<file path="src/verilog/cas_pkg.sv">
// package: offsets, field positions, reset values and carriers of the accumulator block
package cas_pkg;

    // ********************************
    // special function addresses
    // ********************************
    localparam logic [7:0] CAS_ADDR_STATUS = 8'hd0;
    localparam logic [7:0] CAS_ADDR_PRIMARY = 8'he0;
    localparam logic [7:0] CAS_ADDR_SECOND = 8'hf0;

    // ********************************
    // status word field positions
    // ********************************
    localparam int CAS_BIT_CARRY = 7;
    localparam int CAS_BIT_HALF = 6;
    localparam int CAS_BIT_USER0 = 5;
    localparam int CAS_BIT_BANK_HI = 4;
    localparam int CAS_BIT_BANK_LO = 3;
    localparam int CAS_BIT_RANGE = 2;
    localparam int CAS_BIT_USER1 = 1;
    localparam int CAS_BIT_PARITY = 0;

    // ********************************
    // reset values and misc
    // ********************************
    localparam logic [7:0] CAS_RST_STATUS = 8'h00;
    localparam logic [7:0] CAS_RST_PRIMARY = 8'h00;
    localparam logic [7:0] CAS_RST_SECOND = 8'h00;
    localparam logic [7:0] CAS_RD_UNMAPPED = 8'h00;
    localparam int CAS_BANK_SHIFT = 3;

    typedef enum logic [2:0] {
        CAS_OP_ADD  = 3'h0,
        CAS_OP_ADDC = 3'h1,
        CAS_OP_SUBB = 3'h2,
        CAS_OP_MUL  = 3'h3,
        CAS_OP_DIV  = 3'h4
    } cas_op_t;

    typedef struct packed {
        logic       valid;
        cas_op_t    op;
        logic [7:0] operand;
    } cas_alu_req_t;

    typedef struct packed {
        logic [7:0] primary;
        logic [7:0] second;
        logic       write_second;
        logic       carry;
        logic       half;
        logic       range;
    } cas_alu_res_t;

    typedef struct packed {
        logic [7:0] addr;
        logic       rd;
        logic       wr;
        logic [7:0] wdata;
        logic       bit_wr;
        logic [2:0] bit_sel;
        logic       bit_val;
    } cas_sfr_req_t;

endpackage
</file>
<file path="src/verilog/cas_alu_flags.sv">
// combinational arithmetic unit producing results and flags
`timescale 1ns/1ns
`default_nettype none
module cas_alu_flags (
    input  wire cas_pkg::cas_alu_req_t req_i,
    input  wire logic [7:0]            primary_i,
    input  wire logic [7:0]            second_i,
    input  wire logic                  carry_i,
    output var cas_pkg::cas_alu_res_t  res_o
);
    import cas_pkg::*;

    logic       cin;
    logic [8:0] wide;
    logic [4:0] nib;
    logic [15:0] prod;

    always_comb begin
        cin = 1'b0;
        wide = 9'h000;
        nib = 5'h00;
        prod = 16'h0000;
        res_o = '0;
        res_o.primary = primary_i;
        res_o.second = second_i;
        unique case (req_i.op)
            CAS_OP_ADD, CAS_OP_ADDC: begin
                cin = (req_i.op == CAS_OP_ADDC) ? carry_i : 1'b0;
                wide = {1'b0, primary_i} + {1'b0, req_i.operand} + {8'h00, cin};
                nib = {1'b0, primary_i[3:0]} + {1'b0, req_i.operand[3:0]} + {4'h0, cin};
                res_o.primary = wide[7:0];
                res_o.carry = wide[8];
                res_o.half = nib[4];
                res_o.range = (primary_i[7] == req_i.operand[7]) && (wide[7] != primary_i[7]);
            end
            CAS_OP_SUBB: begin
                cin = carry_i;
                wide = {1'b0, primary_i} - {1'b0, req_i.operand} - {8'h00, cin};
                nib = {1'b0, primary_i[3:0]} - {1'b0, req_i.operand[3:0]} - {4'h0, cin};
                res_o.primary = wide[7:0];
                res_o.carry = wide[8];
                res_o.half = nib[4];
                res_o.range = (primary_i[7] != req_i.operand[7]) && (wide[7] != primary_i[7]);
            end
            CAS_OP_MUL: begin
                prod = {8'h00, primary_i} * {8'h00, second_i};
                res_o.primary = prod[7:0];
                res_o.second = prod[15:8];
                res_o.write_second = 1'b1;
                res_o.range = |prod[15:8];
            end
            CAS_OP_DIV: begin
                // zero divisor leaves both operands untouched
                if (second_i == 8'h00) begin
                    res_o.range = 1'b1;
                end else begin
                    res_o.primary = primary_i / second_i;
                    res_o.second = primary_i % second_i;
                    res_o.write_second = 1'b1;
                end
            end
            default: begin
                res_o = '0;
                res_o.primary = primary_i;
                res_o.second = second_i;
            end
        endcase
    end
endmodule
`default_nettype wire

</file>
<file path="src/verilog/cas_core_regs.sv">
// accumulator, second operand and status word registers with flag logic
`timescale 1ns/1ns
`default_nettype none
module cas_core_regs (
    input  wire logic                  clk_i,
    input  wire logic                  rst_i,
    input  wire cas_pkg::cas_sfr_req_t sfr_i,
    input  wire cas_pkg::cas_alu_req_t alu_i,
    output logic [7:0]                 rd_data_o,
    output logic [7:0]                 primary_o,
    output logic [7:0]                 second_o,
    output logic [7:0]                 status_o,
    output logic [4:0]                 bank_base_o
);
    import cas_pkg::*;

    // ********************************
    // state
    // ********************************
    logic [7:0]   primary;
    logic [7:0]   second;
    logic [7:0]   status;
    logic [7:0]   rd_data;
    logic [7:0]   next_primary;
    logic [7:0]   next_second;
    logic [7:0]   next_status;
    logic [7:0]   next_rd_data;
    logic         parity;
    logic [7:0]   status_view;
    cas_alu_res_t res;

    cas_alu_flags u_alu (
        .req_i     (alu_i),
        .primary_i (primary),
        .second_i  (second),
        .carry_i   (status[CAS_BIT_CARRY]),
        .res_o     (res)
    );

    // parity is pure logic on the register, so it can never lag it
    assign parity = ^primary;
    always_comb begin
        status_view = status;
        status_view[CAS_BIT_PARITY] = parity;
    end

    // ********************************
    // next state
    // ********************************
    always_comb begin
        next_primary = primary;
        next_second = second;
        next_status = status;
        next_rd_data = rd_data;
        if (alu_i.valid) begin
            next_primary = res.primary;
            if (res.write_second) begin
                next_second = res.second;
            end
            next_status[CAS_BIT_CARRY] = res.carry;
            next_status[CAS_BIT_HALF] = res.half;
            next_status[CAS_BIT_RANGE] = res.range;
        end
        // software access lands after the arithmetic one, so it wins
        if (sfr_i.wr) begin
            unique case (sfr_i.addr)
                CAS_ADDR_PRIMARY: next_primary = sfr_i.wdata;
                CAS_ADDR_SECOND: next_second = sfr_i.wdata;
                CAS_ADDR_STATUS: next_status = sfr_i.wdata;
                default: begin
                end
            endcase
        end else if (sfr_i.bit_wr) begin
            unique case (sfr_i.addr)
                CAS_ADDR_PRIMARY: next_primary[sfr_i.bit_sel] = sfr_i.bit_val;
                CAS_ADDR_SECOND: next_second[sfr_i.bit_sel] = sfr_i.bit_val;
                CAS_ADDR_STATUS: next_status[sfr_i.bit_sel] = sfr_i.bit_val;
                default: begin
                end
            endcase
        end
        // stored parity slot is never used; the read path substitutes it
        next_status[CAS_BIT_PARITY] = 1'b0;
        if (sfr_i.rd) begin
            unique case (sfr_i.addr)
                CAS_ADDR_PRIMARY: next_rd_data = primary;
                CAS_ADDR_SECOND: next_rd_data = second;
                CAS_ADDR_STATUS: next_rd_data = status_view;
                default: next_rd_data = CAS_RD_UNMAPPED;
            endcase
        end
    end

    // ********************************
    // registers
    // ********************************
    always_ff @(posedge clk_i) begin
        if (rst_i) begin
            primary <= CAS_RST_PRIMARY;
            second <= CAS_RST_SECOND;
            status <= CAS_RST_STATUS;
            rd_data <= 8'h00;
        end else begin
            primary <= next_primary;
            second <= next_second;
            status <= next_status;
            rd_data <= next_rd_data;
        end
    end

    assign rd_data_o = rd_data;
    assign primary_o = primary;
    assign second_o = second;
    assign status_o = status_view;
    assign bank_base_o = {status[CAS_BIT_BANK_HI:CAS_BIT_BANK_LO], 3'h0};

    // ********************************
    // checks
    // ********************************
    logic sw_hits_status;
    assign sw_hits_status = (sfr_i.wr || sfr_i.bit_wr) && sfr_i.addr == CAS_ADDR_STATUS;

    // any software write may override a result register, so data checks skip those cycles
    logic sw_any;
    assign sw_any = sfr_i.wr || sfr_i.bit_wr;
endmodule
`default_nettype wire

</file>
<file path="config.mk">
export PLATFORM = sky130hd
export DESIGN_NAME = cas_core_regs
export DESIGN_NICKNAME = d
export VERILOG_FILES = /design/src/verilog/cas_pkg.sv /design/src/verilog/cas_alu_flags.sv /design/src/verilog/cas_core_regs.sv
export SDC_FILE = /design/constraint.sdc
export NUM_CORES = 1
export LEC_CHECK = 0
export BUFFER_PORTS_ARGS = -buffer_cell sky130_fd_sc_hd__buf_4
export CAP_MARGIN = 20
export CORE_MARGIN = 5
export CORE_UTILIZATION = 45
export CTS_CLUSTER_DIAMETER = 100
export CTS_CLUSTER_SIZE = 20
export DETAILED_ROUTE_END_ITERATION = 10
export GPL_TIMING_DRIVEN = 0
export HOLD_SLACK_MARGIN = 0.08
export PLACE_DENSITY = 0.73
export SLEW_MARGIN = 20
export SYNTH_ARGS = -nofsm -noshare
export SYNTH_HDL_FRONTEND = slang
export SYNTH_SLANG_ARGS = --single-unit
export TNS_END_PERCENT = 30
</file>
<file path="constraint.sdc">
create_clock -name clk_i -period 39 [get_ports clk_i]
set_clock_uncertainty 0.15 [all_clocks]
set_input_delay 1.95 -clock clk_i [delete_from_list [all_inputs] [get_ports clk_i]]
set_output_delay 1.95 -clock clk_i [all_outputs]
set_load 0.02 [all_outputs]
</file>
==> results of run 1 <==
## per-stage QoR
step | worst slack, ns | std cells
final | 23.61 | 1255
after global routing | 22.90 | 1255
after detailed placement | 23.91 | 1247
after CTS | 23.85 | 1255
after global placement | 24.10 | 1247
after floorplan | 26.55 | 969
## worst reg2reg max path: cells and delay by family (launching register included)
family	cells	cell delay [ns]
buffers and inverters	3	1.08
adder cells (fa/ha/maj)	8	2.49
AND/OR/NAND/NOR	10	2.37
XOR/XNOR	1	0.14
multiplexers	3	1.18
flip-flops	1	0.80
AO/OA/AOI/OAI	22	7.04
## how the worst max path moves through the flow
| stage | cells past startpoint | start | slack (ns) | to |
|---|---|---|---|---|
| after floorplan | 47 | second_o[0] | 26.55 | second_o[5] |
| after global placement | 47 | second_o[0] | 24.10 | second_o[5] |
| after detailed placement | 47 | second_o[0] | 23.91 | second_o[5] |
| after CTS | 47 | second_o[0] | 23.85 | second_o[5] |
| after global routing | 48 | second_o[0] | 22.90 | second_o[5] |
| final | 47 | second_o[0] | 23.61 | second_o[5] |
## metal layers
metal,vias to the layer above,wire length [um],global-route usage
met5,-,0,0
met4,0,1030,0.1059
met3,74,1840,0.02610
met2,347,10560,0.4000
met1,3594,10390,0.3549
li1,3575,-,-
## cells by family after synthesis
| kind of cell | after synthesis | share of synthesized area |
|---|---|---|
| and+or+nand+nor | 317 | 0.2036 |
| AOI/OAI and AO/OA | 271 | 0.2634 |
| adders and majority gates | 143 | 0.2882 |
| buffers and inverters | 141 | 0.07703 |
| xor gates and xnor gates | 39 | 0.04694 |
| DFF | 31 | 0.08528 |
| muxes | 24 | 0.03507 |
| other | 1 | 0.0005153 |
## cells in the final DEF (no fill, tap or decap), drive strengths merged, types with 5 or more instances in the layout
master and n:
a21oi 70, o21bai 8, a21o 9, nand2 86, clkinv 5, xnor2 27, mux2i 15, nor2 110
mux2 9, a22o 11, a311oi 5, or2 5, o21a 20, nor2b 17, a31oi 9, clkbuf 49
nand2b 7, xor2 12, fa 41, dfxtp 31, a221o 5, a41oi 5, a211oi 10, o211ai 9
buf 71, nor3 38, o21ai 53, and2 7, a221oi 6, or3 8, ha 102, inv 86
nand3 9
## state kept, by name, summed over array words and instances, names as in the netlist
signal and cells:
primary_o 8, second_o 8, status 7, rd_data_o 8
## area by class of cell
class / count / area share
multi-input cells: 797 / 0.7482
flip-flops and latches: 31 / 0.07607
repair buffers: 62 / 0.05706
inverters: 90 / 0.04141
well taps: 216 / 0.03313
plain buffers: 51 / 0.02730
clock buffers: 7 / 0.01626
clock inverters: 1 / 0.0006135
==> out/qor.txt, run 1 <==
crit-path most repeated cell - ha_1
Via-to-Cell Ratio - 6.048
Seq/Total Area, Yosys - 0.08528
Max Fclk - 64.96 MHz
Critical Path AT - 15.39 ns
most frequent cell after synthesis - nor2_1
mapped cell area - 0.007277 mm2
Synth warnings - 0
WHS Endpoint - status[1]
Max stage delay cell, worst path - dfxtp_1
Rows - 46
total track usage - 0.2543
setup TNS - 0 ns
Bufs on Longest Clock Path - 2
Critical Path Max Stage Delay - 0.80 ns
count of different cell masters after synthesis - 80
number of flops mapped to enable cells by yosys - 0
Critical Path Fanout Max - 13
reg-to-reg startpoint - second_o[0]
clk_lat worst skew - 0.28 ns
Least-Margin Pin Slew - 0.9423 ns
vias in the first global route - 7049
placed inst area - 0.008020 mm2
Hold Crit Start - status[1]
CP bufs+invs - 3
hold depth - 2
H-tree Lvls - 2
Hold Buf Count CTS - 0
Finished Core Util - 0.5135
Hold Path Class - reg2reg
largest net degree at the start of global routing - 15
fin nets - 1218
CTS tree - built
Primary FF master, synth - dfxtp_1
number of buffers created by CTS - 5
Starting DRT DRC Count - 772
drt total wl - 23820 um
Slew Limit Fails - 0
Slew HR - 0.3718
initial core utilization - 0.4581
root buf cell - clkbuf_16
Crit path max-delay family - compound AO/OA/AOI/OAI gates
WL/cell - 18.98 um
number of synthesized register bits - 31
Die Width - 137.2 um
crit path time final - 15.39 ns
final hold vios - 0
unrepaired setup endpoints after global routing - no
layout overhead on the synthesized area - 12.10%
Reg area - 620.6 um2
initial antenna violation count - 0
Post-CTS Resized - 0
count of antenna-violating nets left after detailed routing - 0
WP data required - 39.00 ns
Ports - 74
clk slew on worst S/H paths - 0.05 ns
Crit. End Element - register
Yosys top cell by area - ha_1
# port buffers - 62
synth cell count leaders - nor2_1 (110), ha_1 (102), inv_1 (86), nand2_1 (86), a21oi_1 (70)
ant diodes - 0
Filler cells - 1611
remaining global-route overflow - 0
Syn Area/Cell - 7.525 um2
DIE AREA - 0.01881 mm2
GP Congestion - 0.9718
share of the synthesized area in the top cell type - 0.1754
max-cap viol count - 0
Core Region - 0.01589 mm2
status - complete, no violations
DRC Markers - 0
Tcrit/Tclk final - 0.3947
CP Launch Type - register
CP Class - reg2reg
top cells by area, synth - ha_1 (18%), fa_1 (11%), dfxtp_1 (8.5%), nor2_1 (5.7%), a21oi_1 (4.8%)
placed wire-length estimate - 19120 um
Min Hold Slack - 0.3816 ns
setup slack, reg-to-reg - 23.61 ns
Post-Syn Instances - 967
layout cells sized above 1 - 0.1020
first-pass GRT wire length - 37500 um
R2R depth - 47
asr flop ratio synth - 0
Die Ht - 137.2 um
vias - 7590
area occupied by multi-input gates - 0.006103 mm2
Final setup viols - 0
fin area - 0.008158 mm2
total iterations of the first detailed-routing run - 6
Setup Buffers After CTS - 0
Sink Count - 31
r2r endpoint - second_o[5]
Power of run 1 is left out: the tool's default activity adds up to more than one toggle a clock period on the data nets, which glitch-free logic cannot reach.
==> run 2, diff against run 1 <==
- PLACE_DENSITY: 0.73 -> 0.75
- clock period: 39 -> 12.8 ns (I/O delays scaled with it)
==> out/qor.txt, run 2 (synthesis results as in run 1) <==
placed wire-length estimate - 19240 um
crit-path most repeated cell - ha_1
Reg area - 624.3 um2
reg-to-reg startpoint - second_o[0]
setup TNS - 0 ns
first-pass GRT wire length - 37830 um
Critical Path Max Stage Delay - 0.49 ns
Finished Core Util - 0.5256
Hold Crit Start - status[4]
CP Launch Type - register
total track usage - 0.2554
Rows - 46
unrepaired setup endpoints after global routing - no
Hold Path Class - reg2reg
Core Region - 0.01589 mm2
initial antenna violation count - 0
Final WS setup - 0.4059 ns
Via-to-Cell Ratio - 5.966
vias - 7559
fin nets - 1230
max-cap viol count - 0
GP Congestion - 0.9611
layout cells sized above 1 - 0.1304
WP data required - 12.81 ns
DIE AREA - 0.01881 mm2
Final setup viols - 0
WHS Endpoint - status[4]
GRT busiest layer - met2
Sink Count - 31
Hold Buf Count CTS - 0
largest net degree at the start of global routing - 15
vias in the first global route - 7126
total iterations of the first detailed-routing run - 5
Tcrit/Tclk final - 0.9683
Ports - 74
CTS tree - built
status - complete, no violations
initial core utilization - 0.4581
Starting DRT DRC Count - 804
ant diodes - 0
remaining global-route overflow - 0
H-tree Lvls - 2
crit path time final - 12.39 ns
Setup WS pre-CTS - -2.144 ns
Critical Path AT - 12.40 ns
met2 Use GR - 0.4153
Max stage delay cell, worst path - dfxtp_4
Crit. End Element - register
drt total wl - 24270 um
Die Ht - 137.2 um
clk_lat worst skew - 0.28 ns
Least-Margin Pin Slew - 0.8542 ns
# port buffers - 62
commonest non-fill, non-tap cell in the layout - nor2_1
layout overhead on the synthesized area - 14.74%
DP Cell Count - 1247
hold depth - 2
final std cells w/o fill - 1267
setup slack, reg-to-reg - 0.41 ns
CP Class - reg2reg
count of antenna-violating nets left after detailed routing - 0
WL/cell - 19.16 um
r2r endpoint - second_o[5]
DRC Markers - 0
final hold vios - 0
Bufs on Longest Clock Path - 2
number of buffers created by CTS - 5
Filler cells - 1576
Die Width - 137.2 um
met3 usage - 0.03971
Slew HR - 0.4293
grt met1 use - 0.3468
clk slew on worst S/H paths - 0.05 ns
Critical Path Fanout Max - 13
root buf cell - clkbuf_16
commonest non-fill, non-tap cells in the layout - nor2_1 (110), ha_1 (101), nand2_1 (86)
Slew Limit Fails - 0
R2R depth - 50
Max Fclk - 80.68 MHz
area occupied by multi-input gates - 0.006180 mm2
run 2: per-layer routing:
metal  vias to the layer above  wire length, um  part of all wire
met5                         -                0                 0
met4                         0              786             0.032
met3                        51             2015             0.083
met2                       344            11080              0.46
met1                      3561            10390              0.43
li1                       3603                -                 -
run 2: cell type report:
type	count	area share
Buffer	51	0.02817
Sequential cell	31	0.07478
Timing Repair Buffer	74	0.06654
Multi-Input combinational cell	797	0.7401
Clock buffer	7	0.01588
Inverter	90	0.04151
Clock inverter	1	0.0005994
Tap cell	216	0.03237
run 2: what timing repair did:
action / in CTS / in global routing
buffers inserted: 11 / 1
gates resized for setup: 14 / 19
setup endpoints to repair: 9 / 9
pin swaps: 4 / 3
cloned: 0 / 0
run 2: how the worst max path moves through the flow:
stage	startpoint	end	slack, ns	cells after the start
2_1_floorplan	second_o[0]	second_o[5]	0.35	47
3_3_place_gp	second_o[0]	second_o[1]	-1.92	48
3_5_place_dp	second_o[0]	second_o[1]	-2.14	48
4_1_cts	primary_o[4]	second_o[1]	0.13	51
5_1_grt	second_o[0]	second_o[1]	0.001	51
6_report	second_o[0]	second_o[5]	0.41	50
run 2: through the flow:
step | hold WS [ns] | instance area (um2)
2_1_floorplan | 0.4274 | 7284
3_3_place_gp | 0.3717 | 8020
3_5_place_dp | 0.3795 | 8020
4_1_cts | 0.3862 | 8290
5_1_grt | 0.4157 | 8349
6_report | 0.3898 | 8349
run 2: critical path, delay by kind of cell, from the launching register on:
kind                     cells  cell delay, ns
AO/OA/AOI/OAI               23            5.19
adder cells (fa/ha/maj)      8            2.57
AND/OR/NAND/NOR              9            1.59
buffers and inverters        6            1.10
multiplexers                 3            1.02
flip-flops                   1            0.49
XOR/XNOR                     1            0.13
Power of run 2 is left out for the same reason.
